<file path="src/verilog/sacs_map.svh">
// Contract
// - converter runs only while enable set
// - stop-in-idle halts module during idle mode
// - clock select picks aux or primary source
// - global trigger pulses once on the bit's rising edge; the bit is cleared only by software
// - format selects left or right justified
// - early interrupt after first, else second
// - order picks odd or even first
// - sequential: shared samples per order setting
// - non-sequential: shared samples with dedicated; a request accepted while converting defers it to the next conversion start
// - async: dedicated samples until trigger seen
// - sync: dedicated samples two converter clocks
// - divider divides source by field plus one
// - config fields change only while disabled
// - ready flag set by hardware, write-zero clears
// - base read adds encoded ready index
// - pair zero has highest encode priority
// - encoded index shifted left by two
// - each pair raises own done interrupt
// - simultaneous requests served lowest pair first
// - global trigger only for source code 00010
`ifndef SACS_MAP_SVH
`define SACS_MAP_SVH

`define SACS_OFS_CTRL     12'h000
`define SACS_OFS_STAT     12'h004
`define SACS_OFS_BASE     12'h008

`define SACS_BIT_EN       15
`define SACS_BIT_SIDL     13
`define SACS_BIT_AUX      12
`define SACS_BIT_GSW      10
`define SACS_BIT_FMT      8
`define SACS_BIT_EIE      7
`define SACS_BIT_ORDER    6
`define SACS_BIT_SEQ      5
`define SACS_BIT_ASYNC    4
`define SACS_DIV_HI       2
`define SACS_DIV_LO       0

`define SACS_RST_DIV      3'h3
`define SACS_RST_BASE     15'h0000
`define SACS_GLOBAL_SRC   5'h02
`define SACS_SAMP_TICKS   2'h2
`define SACS_CONV_TICKS   4'hc

`endif

</file>
<file path="src/verilog/sacs_pkg.sv">
package sacs_pkg;

	localparam int SACS_PAIRS = 7;

	typedef struct packed {
		logic       enable;
		logic       stop_in_idle;
		logic       aux_clock_select;
		logic       global_soft_trigger;
		logic       result_format;
		logic       early_interrupt_enable;
		logic       odd_first;
		logic       sequential_sampling;
		logic       async_dedicated_sampling;
		logic [2:0] conv_clock_divider;
	} sacs_ctrl_s;

	typedef struct packed {
		logic        valid;
		logic [3:0]  channel;
		logic [15:0] data;
	} sacs_result_s;

	typedef enum logic [1:0] {
		SACS_ST_IDLE  = 2'b00,
		SACS_ST_CONV1 = 2'b01,
		SACS_ST_CONV2 = 2'b11
	} sacs_state_e;

endpackage : sacs_pkg

</file>
<file path="src/verilog/sacs_top.sv">
`timescale 1ns/10ps
`default_nettype none
`include "sacs_map.svh"

module sacs_top
	import sacs_pkg::*;
(
	// clock and reset
	input  wire logic         CORE_CLK,
	input  wire logic         NRST,
	// apb slave
	input  wire logic         PSEL,
	input  wire logic         PENABLE,
	input  wire logic         PWRITE,
	input  wire logic [11:0]  PADDR,
	input  wire logic [31:0]  PWDATA,
	output logic      [31:0]  PRDATA,
	output logic              PREADY,
	output logic              PSLVERR,
	// system and trigger side
	input  wire logic         IDLE_MODE,
	input  wire logic [34:0]  TRG_SRC,
	input  wire logic [6:0]   PAIR_REQ,
	output logic      [6:0]   GLOBAL_TRIG,
	output logic              CLK_SRC_SEL,
	// analog front end
	input  wire logic [9:0]   SAR_DATA,
	output logic      [6:0]   DED_SAMPLE,
	output logic              SHARED_SAMPLE,
	output logic              CONV_TICK,
	// results and interrupts
	output sacs_result_s      RESULT,
	output logic      [6:0]   PAIR_IRQ
);

	sacs_ctrl_s   ctrl_ff;
	logic [14:0]  base_ff;
	logic [6:0]   ready_ff;
	logic [31:0]  prdata_ff;
	logic         gsw_prev_ff;
	logic [2:0]   div_cnt_ff;
	logic [6:0]   held_ff;
	logic [1:0]   samp_cnt_ff [SACS_PAIRS];
	sacs_state_e  state_ff;
	logic [2:0]   act_pair_ff;
	logic [3:0]   conv_cnt_ff;
	logic         late_ff;
	logic         shared_ff;
	sacs_result_s result_ff;
	logic [6:0]   irq_ff;

	logic         running;
	logic         tick;
	logic         conv_end;
	logic         wr_acc;
	logic         hit_ctrl;
	logic         hit_stat;
	logic         hit_base;
	logic [6:0]   accept;
	logic [6:0]   pend;
	logic [6:0]   done_pair;
	logic [6:0]   ready_set;
	logic [2:0]   ready_enc;
	logic [2:0]   pend_enc;
	logic [15:0]  base_read;
	logic [31:0]  nxt_prdata;

	// lowest set bit wins; an empty vector encodes as zero
	function automatic logic [2:0] lowest_set(input logic [6:0] v);
		logic [2:0] idx;
		idx = 3'h0;
		for (int i = SACS_PAIRS - 1; i >= 0; i--) begin
			if (v[i]) begin
				idx = 3'(i);
			end
		end
		return idx;
	endfunction : lowest_set

	// ---------------- apb decode ----------------
	assign hit_ctrl = (PADDR == `SACS_OFS_CTRL);
	assign hit_stat = (PADDR == `SACS_OFS_STAT);
	assign hit_base = (PADDR == `SACS_OFS_BASE);
	assign wr_acc   = PSEL & PENABLE & PWRITE & NRST;
	// read data is staged in the setup cycle, so the access phase never waits
	assign PREADY   = 1'b1;
	assign PSLVERR  = PSEL & PENABLE & ~(hit_ctrl | hit_stat | hit_base);
	assign PRDATA   = prdata_ff;

	assign ready_enc = lowest_set(ready_ff);
	assign base_read = {base_ff, 1'b0} + {11'h000, ready_enc, 2'b00};

	always_comb begin
		nxt_prdata = 32'h0000_0000;
		if (hit_ctrl) begin
			nxt_prdata[`SACS_BIT_EN]    = ctrl_ff.enable;
			nxt_prdata[`SACS_BIT_SIDL]  = ctrl_ff.stop_in_idle;
			nxt_prdata[`SACS_BIT_AUX]   = ctrl_ff.aux_clock_select;
			nxt_prdata[`SACS_BIT_GSW]   = ctrl_ff.global_soft_trigger;
			nxt_prdata[`SACS_BIT_FMT]   = ctrl_ff.result_format;
			nxt_prdata[`SACS_BIT_EIE]   = ctrl_ff.early_interrupt_enable;
			nxt_prdata[`SACS_BIT_ORDER] = ctrl_ff.odd_first;
			nxt_prdata[`SACS_BIT_SEQ]   = ctrl_ff.sequential_sampling;
			nxt_prdata[`SACS_BIT_ASYNC] = ctrl_ff.async_dedicated_sampling;
			nxt_prdata[`SACS_DIV_HI:`SACS_DIV_LO] = ctrl_ff.conv_clock_divider;
		end else if (hit_stat) begin
			nxt_prdata[6:0] = ready_ff;
		end else if (hit_base) begin
			nxt_prdata[15:0] = base_read;
		end
	end

	always_ff @(posedge CORE_CLK) begin
		if (!NRST) begin
			prdata_ff <= 32'h0000_0000;
		end else if (PSEL && !PENABLE && !PWRITE) begin
			prdata_ff <= nxt_prdata;
		end
	end

	// ---------------- control register ----------------
	always_ff @(posedge CORE_CLK) begin
		if (!NRST) begin
			ctrl_ff <= '{conv_clock_divider: `SACS_RST_DIV, default: 1'b0};
		end else if (wr_acc && hit_ctrl) begin
			ctrl_ff.enable              <= PWDATA[`SACS_BIT_EN];
			ctrl_ff.stop_in_idle        <= PWDATA[`SACS_BIT_SIDL];
			ctrl_ff.global_soft_trigger <= PWDATA[`SACS_BIT_GSW];
			// configuration is frozen while the converter is on
			if (!ctrl_ff.enable) begin
				ctrl_ff.aux_clock_select         <= PWDATA[`SACS_BIT_AUX];
				ctrl_ff.result_format            <= PWDATA[`SACS_BIT_FMT];
				ctrl_ff.early_interrupt_enable   <= PWDATA[`SACS_BIT_EIE];
				ctrl_ff.odd_first                <= PWDATA[`SACS_BIT_ORDER];
				ctrl_ff.sequential_sampling      <= PWDATA[`SACS_BIT_SEQ];
				ctrl_ff.async_dedicated_sampling <= PWDATA[`SACS_BIT_ASYNC];
				ctrl_ff.conv_clock_divider       <= PWDATA[`SACS_DIV_HI:`SACS_DIV_LO];
			end
		end
	end

	always_ff @(posedge CORE_CLK) begin
		if (!NRST) begin
			base_ff <= `SACS_RST_BASE;
		end else if (wr_acc && hit_base) begin
			base_ff <= PWDATA[15:1];
		end
	end

	// ready flags: hardware set beats a same-cycle software clear
	always_ff @(posedge CORE_CLK) begin
		if (!NRST) begin
			ready_ff <= 7'h00;
		end else if (wr_acc && hit_stat) begin
			ready_ff <= (ready_ff & PWDATA[6:0]) | ready_set;
		end else begin
			ready_ff <= ready_ff | ready_set;
		end
	end

	// ---------------- run state, clock and global trigger ----------------
	assign running     = ctrl_ff.enable & ~(ctrl_ff.stop_in_idle & IDLE_MODE);
	assign CLK_SRC_SEL = ctrl_ff.aux_clock_select;
	assign tick        = running & (div_cnt_ff == ctrl_ff.conv_clock_divider);
	assign CONV_TICK   = tick;

	always_ff @(posedge CORE_CLK) begin
		if (!NRST || !ctrl_ff.enable) begin
			div_cnt_ff <= 3'h0;
		end else if (running) begin
			div_cnt_ff <= tick ? 3'h0 : div_cnt_ff + 3'h1;
		end
	end

	always_ff @(posedge CORE_CLK) begin
		if (!NRST) begin
			gsw_prev_ff <= 1'b0;
		end else begin
			gsw_prev_ff <= ctrl_ff.global_soft_trigger;
		end
	end

	// ---------------- per-pair dedicated sampling ----------------
	genvar p;
	generate
		for (p = 0; p < SACS_PAIRS; p++) begin : g_pair
			assign GLOBAL_TRIG[p] = running & ctrl_ff.global_soft_trigger & ~gsw_prev_ff
			                      & (TRG_SRC[p*5 +: 5] == `SACS_GLOBAL_SRC);
			assign accept[p]     = running & PAIR_REQ[p] & ~held_ff[p];
			assign pend[p]       = held_ff[p] & (samp_cnt_ff[p] == 2'h0)
			                     & ~((state_ff != SACS_ST_IDLE) && (act_pair_ff == 3'(p)));
			assign done_pair[p]  = conv_end & (state_ff == SACS_ST_CONV2) & (act_pair_ff == 3'(p));
			assign ready_set[p]  = done_pair[p];
			// async: track the input until the trigger lands; sync: a two-tick window
			assign DED_SAMPLE[p] = ctrl_ff.async_dedicated_sampling
			                     ? (running & ~held_ff[p] & ~PAIR_REQ[p])
			                     : (samp_cnt_ff[p] != 2'h0);

			always_ff @(posedge CORE_CLK) begin
				if (!NRST || !ctrl_ff.enable) begin
					held_ff[p] <= 1'b0;
				end else if (accept[p]) begin
					held_ff[p] <= 1'b1;
				end else if (done_pair[p]) begin
					held_ff[p] <= 1'b0;
				end
			end

			always_ff @(posedge CORE_CLK) begin
				if (!NRST || !ctrl_ff.enable) begin
					samp_cnt_ff[p] <= 2'h0;
				end else if (accept[p] && !ctrl_ff.async_dedicated_sampling) begin
					samp_cnt_ff[p] <= `SACS_SAMP_TICKS;
				end else if (tick && samp_cnt_ff[p] != 2'h0) begin
					samp_cnt_ff[p] <= samp_cnt_ff[p] - 2'h1;
				end
			end
		end
	endgenerate

	// ---------------- conversion sequencer ----------------
	assign pend_enc = lowest_set(pend);
	assign conv_end = tick & (conv_cnt_ff == `SACS_CONV_TICKS - 4'h1);

	always_ff @(posedge CORE_CLK) begin
		if (!NRST || !ctrl_ff.enable) begin
			state_ff    <= SACS_ST_IDLE;
			act_pair_ff <= 3'h0;
			conv_cnt_ff <= 4'h0;
		end else if (running) begin
			case (state_ff)
				SACS_ST_IDLE: begin
					conv_cnt_ff <= 4'h0;
					if (|pend) begin
						act_pair_ff <= pend_enc;
						state_ff    <= SACS_ST_CONV1;
					end
				end
				SACS_ST_CONV1: begin
					if (conv_end) begin
						conv_cnt_ff <= 4'h0;
						state_ff    <= SACS_ST_CONV2;
					end else if (tick) begin
						conv_cnt_ff <= conv_cnt_ff + 4'h1;
					end
				end
				SACS_ST_CONV2: begin
					if (conv_end) begin
						conv_cnt_ff <= 4'h0;
						state_ff    <= SACS_ST_IDLE;
					end else if (tick) begin
						conv_cnt_ff <= conv_cnt_ff + 4'h1;
					end
				end
				default: begin
					state_ff <= SACS_ST_IDLE;
				end
			endcase
		end
	end

	// ---------------- shared sample-and-hold ----------------
	logic start_c1;
	logic start_c2;
	assign start_c1 = running & (state_ff == SACS_ST_IDLE) & (|pend);
	assign start_c2 = running & (state_ff == SACS_ST_CONV1) & conv_end;

	always_ff @(posedge CORE_CLK) begin
		if (!NRST || !ctrl_ff.enable) begin
			late_ff <= 1'b0;
		end else if (!ctrl_ff.sequential_sampling && (|accept) && state_ff != SACS_ST_IDLE) begin
			late_ff <= 1'b1;
		end else if (start_c1) begin
			late_ff <= 1'b0;
		end
	end

	always_ff @(posedge CORE_CLK) begin
		if (!NRST || !ctrl_ff.enable) begin
			shared_ff <= 1'b0;
		end else if (ctrl_ff.sequential_sampling) begin
			shared_ff <= ctrl_ff.odd_first ? start_c1 : start_c2;
		end else begin
			shared_ff <= ((|accept) && state_ff == SACS_ST_IDLE) || (start_c1 && late_ff);
		end
	end
	assign SHARED_SAMPLE = shared_ff;

	// ---------------- results and interrupts ----------------
	logic second;
	assign second = (state_ff == SACS_ST_CONV2);

	always_ff @(posedge CORE_CLK) begin
		if (!NRST) begin
			result_ff <= '0;
		end else begin
			result_ff.valid <= conv_end & (state_ff != SACS_ST_IDLE);
			if (conv_end && state_ff != SACS_ST_IDLE) begin
				result_ff.channel <= {act_pair_ff, ctrl_ff.odd_first ^ second};
				result_ff.data    <= ctrl_ff.result_format ? {SAR_DATA, 6'h00}
				                                           : {6'h00, SAR_DATA};
			end
		end
	end
	assign RESULT = result_ff;

	always_ff @(posedge CORE_CLK) begin
		if (!NRST) begin
			irq_ff <= 7'h00;
		end else if (conv_end && second != ctrl_ff.early_interrupt_enable) begin
			irq_ff <= 7'h01 << act_pair_ff;
		end else begin
			irq_ff <= 7'h00;
		end
	end
	assign PAIR_IRQ = irq_ff;

	// ---------------- checks ----------------
	a_off_no_conv: assert property (@(posedge CORE_CLK) disable iff (!NRST)
		!ctrl_ff.enable |=> state_ff == SACS_ST_IDLE && result_ff.valid == 1'b0)
		else $error("conversion activity while disabled");

	a_idle_halts: assert property (@(posedge CORE_CLK) disable iff (!NRST)
		ctrl_ff.stop_in_idle && IDLE_MODE |-> !tick)
		else $error("converter clocked while stopped in idle");

	a_cfg_frozen: assert property (@(posedge CORE_CLK) disable iff (!NRST)
		ctrl_ff.enable && $past(ctrl_ff.enable) |-> $stable(ctrl_ff.conv_clock_divider) && $stable(ctrl_ff.odd_first))
		else $error("configuration changed while enabled");

	a_gsw_sticky: assert property (@(posedge CORE_CLK) disable iff (!NRST)
		ctrl_ff.global_soft_trigger && !(wr_acc && hit_ctrl) |=> ctrl_ff.global_soft_trigger)
		else $error("global trigger cleared by hardware");

	a_fmt_layout: assert property (@(posedge CORE_CLK) disable iff (!NRST)
		result_ff.valid |-> (ctrl_ff.result_format ? result_ff.data[5:0] == 6'h00 : result_ff.data[15:10] == 6'h00))
		else $error("result justification wrong");

	a_sync_window: assert property (@(posedge CORE_CLK) disable iff (!NRST)
		accept[0] && !ctrl_ff.async_dedicated_sampling && ctrl_ff.conv_clock_divider == 3'h0 && running
		|=> DED_SAMPLE[0] [*2] ##1 !DED_SAMPLE[0])
		else $error("sync sampling window not two clocks");

	a_ready_sets: assert property (@(posedge CORE_CLK) disable iff (!NRST)
		done_pair[0] |=> ready_ff[0])
		else $error("ready flag not set at pair completion");

	a_one_no_set: assert property (@(posedge CORE_CLK) disable iff (!NRST)
		wr_acc && hit_stat && !ready_ff[1] && !ready_set[1] |=> !ready_ff[1])
		else $error("software set a ready flag");

	a_base_enc: assert property (@(posedge CORE_CLK) disable iff (!NRST)
		ready_ff[0] |-> base_read == {base_ff, 1'b0} && base_read[1:0] == 2'b00)
		else $error("base encode wrong for pair zero");

	a_lowest_first: assert property (@(posedge CORE_CLK) disable iff (!NRST)
		running && state_ff == SACS_ST_IDLE && pend[0] |=> act_pair_ff == 3'h0)
		else $error("lowest pending pair not chosen");

	a_gtrig_fires: assert property (@(posedge CORE_CLK) disable iff (!NRST)
		$rose(ctrl_ff.global_soft_trigger) && running && TRG_SRC[4:0] == `SACS_GLOBAL_SRC |-> GLOBAL_TRIG[0])
		else $error("global trigger not passed to pair zero");

	a_ready_holds: assert property (@(posedge CORE_CLK) disable iff (!NRST)
		ready_ff[2] && !(wr_acc && hit_stat) |=> ready_ff[2])
		else $error("ready flag dropped without a software clear");

	a_early_irq: assert property (@(posedge CORE_CLK) disable iff (!NRST)
		conv_end && state_ff == SACS_ST_CONV1 && ctrl_ff.early_interrupt_enable |=> PAIR_IRQ != 7'h00)
		else $error("early pair interrupt missing");

	a_div_period: assert property (@(posedge CORE_CLK) disable iff (!NRST)
		running && tick && ctrl_ff.conv_clock_divider == 3'h1 |=> !tick ##1 (tick || !running))
		else $error("divide-by-two tick spacing wrong");

endmodule : sacs_top
`default_nettype wire
</file>
<file path="config.mk">
export PLATFORM = sky130hd
export DESIGN_NAME = sacs_top
export DESIGN_NICKNAME = d
export VERILOG_FILES = /design/src/verilog/sacs_pkg.sv /design/src/verilog/sacs_top.sv
export VERILOG_INCLUDE_DIRS = /design/src /design/src/verilog
export SDC_FILE = /design/constraint.sdc
export NUM_CORES = 1
export LEC_CHECK = 0
export ABC_AREA = 0
export BUFFER_PORTS_ARGS = -buffer_cell sky130_fd_sc_hd__buf_2
export CELL_PAD_IN_SITES_DETAIL_PLACEMENT = 1
export CELL_PAD_IN_SITES_GLOBAL_PLACEMENT = 1
export CORE_ASPECT_RATIO = 1.75
export CORE_MARGIN = 2
export CORE_UTILIZATION = 34
export CTS_CLUSTER_SIZE = 25
export DETAILED_ROUTE_END_ITERATION = 10
export HOLD_SLACK_MARGIN = 0.12
export PLACE_DENSITY = 0.75
export SLEW_MARGIN = 25
export SYNTH_ARGS = -nofsm -noshare
export SYNTH_HDL_FRONTEND = slang
export SYNTH_SLANG_ARGS = --single-unit
export TNS_END_PERCENT = 100
</file>
<file path="constraint.sdc">
create_clock -name CORE_CLK -period 2.4 [get_ports CORE_CLK]
set_clock_uncertainty 0.2 [all_clocks]
set_input_delay 0.24 -clock CORE_CLK [delete_from_list [all_inputs] [get_ports CORE_CLK]]
set_output_delay 0.24 -clock CORE_CLK [all_outputs]
set_load 0.1 [all_outputs]
</file>
==> results of run 1 <==
==> timing repair <==
action | CTS | global route
endpoints found under the setup margin | 20 | 22
hold buffers | 34 | 0
pin swaps | 22 | 18
gates resized for setup | 30 | 24
endpoints found under the hold margin | 58 | 0
gates cloned | 0 | 0
buffers inserted | 1 | 4
==> flip-flops by register name, summed over array words and instances (netlist names) <==
register       count
div_cnt_ff         3
ctrl_ff           11
ready_ff           7
conv_cnt_ff        4
held_ff            7
gsw_prev_ff        1
act_pair_ff        3
PRDATA            16
base_ff           15
PAIR_IRQ           7
late_ff            1
state_ff           2
samp_cnt_ff       14
RESULT            21
SHARED_SAMPLE      1
CLK_SRC_SEL        1
==> power groups by stage <==
stage	logic [mW]	registers (mW)	clock network [mW]
final	0.407	1.93	2.58
after global routing	0.426	1.93	2.71
after CTS	0.402	1.93	2.62
after detailed placement	0.356	1.98	0
after global placement	0.352	1.98	0
after floorplan	0.210	2.02	0
==> per-stage QoR <==
stage | TNS (ns) | hold slack (ns)
after floorplan | -2.889 | 0.1685
after global placement | -0.5413 | 0.2342
after detailed placement | -1.163 | 0.2453
after CTS | -0.6899 | 0.1484
after global routing | -1.964 | 0.1957
final | -0.5862 | 0.1891
==> area by class of cell <==
type / instances / share of cell area (%)
clock buffer: 23 / 5.917
tap: 231 / 3.286
clock inverter: 9 / 1.038
inverter: 21 / 0.9388
timing repair buffer: 245 / 20.75
multi-input combinational: 524 / 40.37
sequential: 114 / 27.70
==> placed cells by master, fill, tap and decap left out, types with 4 or more instances in the layout <==
cell type and n:
nor4_4 8, o21ai_1 7, a21boi_0 13, nor2b_1 31, a22oi_1 5, dfxtp_1 95
inv_1 18, ha_1 10, conb_1 17, buf_12 17, clkinvlp_4 5, dlygate4sd3_1 34
and2_1 11, nor4_1 7, xnor2_1 8, o21ai_0 34, nand2b_1 7, nand3b_1 12
a21oi_1 14, or2_2 5, nand2_1 76, o211ai_1 6, nand3_1 30, nor3_4 5
clkbuf_16 19, o21ai_2 8, nor2_1 68, buf_2 132, nor3_1 15, o211a_1 8
a21boi_1 7, nand4_1 5, xor2_1 14, edfxtp_1 14, mux2i_1 33, a221oi_2 4
buf_4 58
==> metal layers <==
metal	global-route usage, %	vias up	wire [µm]
li1	-	2870	-
met1	22.14	2957	7679
met2	43.48	187	11920
met3	3.553	78	773
met4	14.97	0	1307
met5	0	-	0
==> critical path: cells and delay by family, from the launching register on <==
| family | cells | cell delay (ns) |
|---|---|---|
| AND/OR/NAND/NOR | 7 | 0.77 |
| buffers and inverters | 2 | 0.11 |
| adder cells (fa/ha/maj) | 2 | 0.57 |
| flip-flops | 1 | 0.36 |
| XOR/XNOR | 1 | 0.12 |
| AO/OA/AOI/OAI | 2 | 0.28 |
==> worst paths after layout <==
kind	from	end	slack [ns]	cells after the start
worst min register to register	RESULT[11]	RESULT[11]	0.25	2
worst max-delay path	ready_ff[4]	PRDATA[10]	-0.12	14
worst min-delay path	PAIR_REQ[0]	held_ff[0]	0.19	4
worst max register to register	ready_ff[4]	PRDATA[10]	-0.12	14
==> cell families (layout without fill, tap and decap cells) <==
logic type / Yosys count / count (layout)
fa+ha+maj: 13 / 13
flops: 114 / 114
compound gates: 130 / 130
simple gates: 309 / 309
mux: 33 / 33
xor+xnor: 22 / 22
buf+inv: 75 / 298
other cells: 2 / 17
==> run metrics, run 1 <==
Routed WL 21680 µm; largest net degree at the start of global routing 33; Residual DRC 0; post-synthesis sequential area ratio 40.26%; clk_lat worst skew 0.42 ns; TritonCTS Buffers 17; total track usage 22.80%; simple-gate area share of the yosys netlist 27.14%; router iterations before antenna repair 4; maxcap violations 0; Sequential Area about 2400 µm²; 1st-iter DRT viols 171; Via density 5.220; Switching Fraction 25.02%; sw power around 1.2 mW; area of the multi-input gates 3551 µm²; core area ~17000 µm²; clock buffer depth 2; Critical Path RT 2.50 ns; CP Class flip-flop to flip-flop; post-layout min period 2.520 ns; Post-synth top cells dfxtp_1 (100), nand2_1 (76), nor2_1 (70), o21ai_0 (46), mux2i_1 (33); Worst-Margin Slew ~0.65 ns; crit start category flip-flop; vias in the first global route ~6500; Port-buffer cells 147; Die Ht 180.0 µm; share of layout cells above drive strength 1 33.12%; global-route wire length before repair 33740 µm; Wirelength per Cell 18.57 µm; Syn Area/Cell 8.620 µm²; largest family of logic cells by synthesized area simple AND/OR/NAND/NOR gates; fin. max-slew vios 0; Power Dens Cells ~560 nW/µm²; cells along the critical path inv_2 -> a21oi_4 -> nor2_2 -> nor2_1 -> nor2_1 -> ha_2 -> inv_2 -> fa_2 -> nor2b_4 -> nor2_4 -> nor3_4 -> xor2_1 -> a221oi_2 -> nor2_1; max incr delay on CP ~0.36 ns; share of the synthesized area in the top cell type 33.27%; ANT nets after route 0; H-tree depth 4; I/O pins approximately 180; Initial Util about a third; DP Cell Count 1096; Final setup viols 10; failing checks setup timing; Clk pwr share 52.5%; register bit total from synthesis 114; root buf cell clkbuf_16; Post-synth EDFFs 14; Placement Cell Area 7609 µm²; Comb power frac 8.3%; post-synthesis mux area share 5.490%; gr ovfl total 0; synth-to-layout area growth 46.18%; Post-Synth Adder-Cell Area under 10%; Min-Delay Path Class input pin to flip-flop; Placer Congestion just over 0.9; Netlist Area Pre-Place 6017 µm²; largest cells by area after synthesis dfxtp_1 (33%), edfxtp_1 (7.0%), mux2i_1 (5.5%); worst setup margin -0.1202 ns; Int Power 3.691 mW; unrepaired setup endpoints after global routing yes; Tcrit/Tclk final 105.0%; status finished, violations left; die area 18820 µm²; XOR/XNOR share of the synthesized area 3.202%; relative slew slack 56.83%; peak supply drop between 0.0004 and 0.0005 V; overall power just under 5 mW; Ys Warns 0; Rows 64; final hold violation count 0; Clock transition at path regs around 0.06 ns; Ant. Diodes 0; fin util 50.62%; CP Capture Type flip-flop; via count 6092; Synth Instances about 700; FFs w/ async S/R, synth 0%; cell mode on critical path nor2_1; Max FO, Critical Path 4; die width 104.6 µm; antenna violations before repair 0; filler cell count just over 2000; Layout Nets 1038; most common cell in the netlist dfxtp_1; Synth cell types 65; Flop pwr share 39.2%; TritonCTS clock tree yes; Post-Layout Cell Count 1167; fmax between 0.3 and 0.4 GHz; Critical Path AT around 2.6 ns; DP HPWL 15490 µm; Pleak 3.665 nW; pre-CTS WS -0.3128 ns; Worst path slowest cell dfxtp_4; Synth area leader dfxtp_1; clk sinks 114; fin area 8796 µm²; post-synthesis compound-gate area fraction 14.49%; Primary FF master, synth dfxtp_1
Note: power is estimated with default switching activity, not from simulation.
==> run 2, diff against run 1 <==
--- a/config.mk
+++ b/config.mk
@@ -21,4 +21,4 @@
 export SYNTH_ARGS = -nofsm -noshare
 export SYNTH_HDL_FRONTEND = slang
 export SYNTH_SLANG_ARGS = --single-unit
-export TNS_END_PERCENT = 100
+export TNS_END_PERCENT = 10
==> run metrics, run 2 (same netlist as run 1, synthesis figures left out) <==
DP HPWL 14990 µm (-3.2%); Port-buffer cells 147 (unchanged); unrepaired setup endpoints after global routing yes; die area 18820 µm² (unchanged); Routed WL 21510 µm (-0.78%); share of layout cells above drive strength 1 31.33% (-1.8 points); clk sinks 114 (unchanged); max reg flops 21 (unchanged); Worst-Margin Slew 0.6280 ns (-0.01790 ns); Worst path slowest cell fa_2; TritonCTS clock tree yes; ANT nets after route 0 (unchanged); WHS Path Cells 4 (unchanged); H-tree depth 4 (unchanged); WP depth 15 (+1); I/O pins 181 (unchanged); failing checks setup timing; CP Capture Type flip-flop; Critical Path AT 2.61 ns (about the same); Die Ht 180.0 µm (unchanged); Wirelength per Cell 18.48 µm (-0.52%); maxcap violations 0 (unchanged); die width 104.6 µm (unchanged); largest net degree at the start of global routing 42 (+27%); Crit. Startpoint ready_ff[4]; commonest non-fill, non-tap cell in the layout buf_2; gr ovfl total 0 (unchanged); Initial Util 34.63% (unchanged); cell mode on critical path nor2_1; Pleak 3.599 nW (-1.8%); fin util 49.89% (-0.73 points); worst setup margin -0.1050 ns (+0.01520 ns); antenna violations before repair 1 (+1); global-route wire length before repair 33950 µm (+0.63%); crit start category flip-flop; CP endpoint PRDATA[6]; clock buffer depth 2 (unchanged); final hold violation count 0 (unchanged); Layout Nets 1034 (-0.39%); fmax 0.3992 GHz (+0.61%); router iterations before antenna repair 4 (unchanged); Critical Path RT 2.50 ns (about the same); clk_lat worst skew 0.42 ns (about the same); most frequent cells in the layout buf_2 (132), dfxtp_1 (96), nand2_1 (76); post-layout min period 2.505 ns (-0.01520 ns); Rows 64 (unchanged); reg2reg end PRDATA[6]; TritonCTS Buffers 17 (unchanged); max incr delay on CP 0.37 ns (about the same); root buf cell clkbuf_16; filler cell count 2067 (+1.0%); worst reg2reg path depth 15 (+1); CP Class flip-flop to flip-flop; fin area 8670 µm² (-1.4%); Placer Congestion 0.8435 (-8.2%); Final setup viols 11 (+1); Tcrit/Tclk final 104.4% (-0.63 points); relative slew slack 58.07% (+1.2 points); peak supply drop 0.0004433 V (+6.9%); Clock transition at path regs 0.06 ns (about the same); Max FO, Critical Path 3 (-1); status finished, violations left; fin. max-slew vios 0 (unchanged); cells along the critical path inv_2 -> a21oi_2 -> nor2_1 -> nor2_1 -> nor2_1 -> ha_2 -> inv_2 -> fa_2 -> nor2b_4 -> buf_4 -> o21ai_1 -> xor2_1 -> nand2_1 -> a22oi_1 -> o31ai_1; via count 5968 (-2.0%); Power Dens Cells 561.6 nW/µm² (+0.33%); Placement Cell Area 7564 µm² (-0.59%); synth-to-layout area growth 44.08%; Via density 5.127 (-1.8%); 1st-iter DRT viols 197 (+15%); Residual DRC 0 (unchanged); Worst R2R Setup Slack -0.10 ns (+0.02 ns); CP delay by family, top adder cells; Min-Delay Path Class input pin to flip-flop; core area 17380 µm² (unchanged); Reg2Reg Launch Point ready_ff[4]; crit path buf inv count 3 (+1); vias in the first global route 6509 (-0.38%); total track usage 23.07% (+0.27 points)
## run 2: cell types whose count changed in the layout (fill, tap and decap cells not counted), sizes merged
cell / previous run / this run
inv: 22 / 23
clkbuf: 23 / 17
clkinv: 2 / 6
bufinv: 1 / 2
diode: 0 / 1
buf: 211 / 205
dlygate4sd3: 34 / 36
## run 2: layout make-up
class / instances / area (µm²) / share of cell area, %
inverters: 21 / 82.58 / 0.9525
clock inverters: 15 / 158.9 / 1.833
well taps: 231 / 289.0 / 3.334
flip-flops and latches: 114 / 2427 / 28.00
clock buffers: 17 / 425.4 / 4.907
diodes: 1 / 2.502 / 0.02886
multi-input cells: 524 / 3502 / 40.40
repair buffers: 241 / 1782 / 20.55
## run 2: stage by stage
stage          setup TNS, ns  hold WS [ns]  worst slack (ns)  cells  power [mW]
2_1_floorplan         -4.653        0.1685           -0.4128    713       2.231
3_3_place_gp         -0.3261        0.2345           -0.1209   1094       2.328
3_5_place_dp         -0.7533        0.2458           -0.1857   1094       2.332
4_1_cts              -0.9299        0.1364           -0.1280   1162       4.900
5_1_grt               -2.460        0.1943           -0.2465   1164       5.004
6_report             -0.4649        0.1720           -0.1050   1164       4.869
## run 2: worst reg2reg max path: cells and delay by family, from the launching register on
family	cells	cell delay, ns
simple gates	5	0.52
xor+xnor	1	0.18
fa+ha+maj	2	0.57
buf+inv	3	0.24
flops	1	0.33
compound gates	4	0.35
## run 2: timing repair
item / 4_1_cts / 5_1_grt
buffers inserted: 0 / 1
hold buffers: 36 / 0
gates resized for setup: 26 / 15
endpoints found under the setup margin: 19 / 25
endpoints found under the hold margin: 58 / 0
pin swaps: 7 / 8
## run 2: per-layer routing
layer	share of wire [%]	wire length (µm)	GRT usage, %
met1	35	7589	22.20
met2	56	12090	43.97
met3	3.3	712	4.423
met4	5.2	1116	14.43
met5	0	0	0
## run 2: power by group
group          switching (mW)  internal (mW)  leakage (nW)
combinational           0.283          0.126          2.35
clock                   0.991           1.53         0.272
sequential            0.00338           1.93         0.981
total                    1.28           3.59          3.60
## run 2: worst min-delay path by stage
stage / from / endpoint / slack (ns)
finish: PSEL / PRDATA[13] / 0.17
global route: PADDR[3] / PRDATA[8] / 0.19
CTS: PADDR[3] / PRDATA[8] / 0.14
detailed placement: RESULT[15] / RESULT[15] / 0.25
global placement: RESULT[13] / RESULT[13] / 0.23
floorplan: PWDATA[0] / ctrl_ff[0] / 0.17
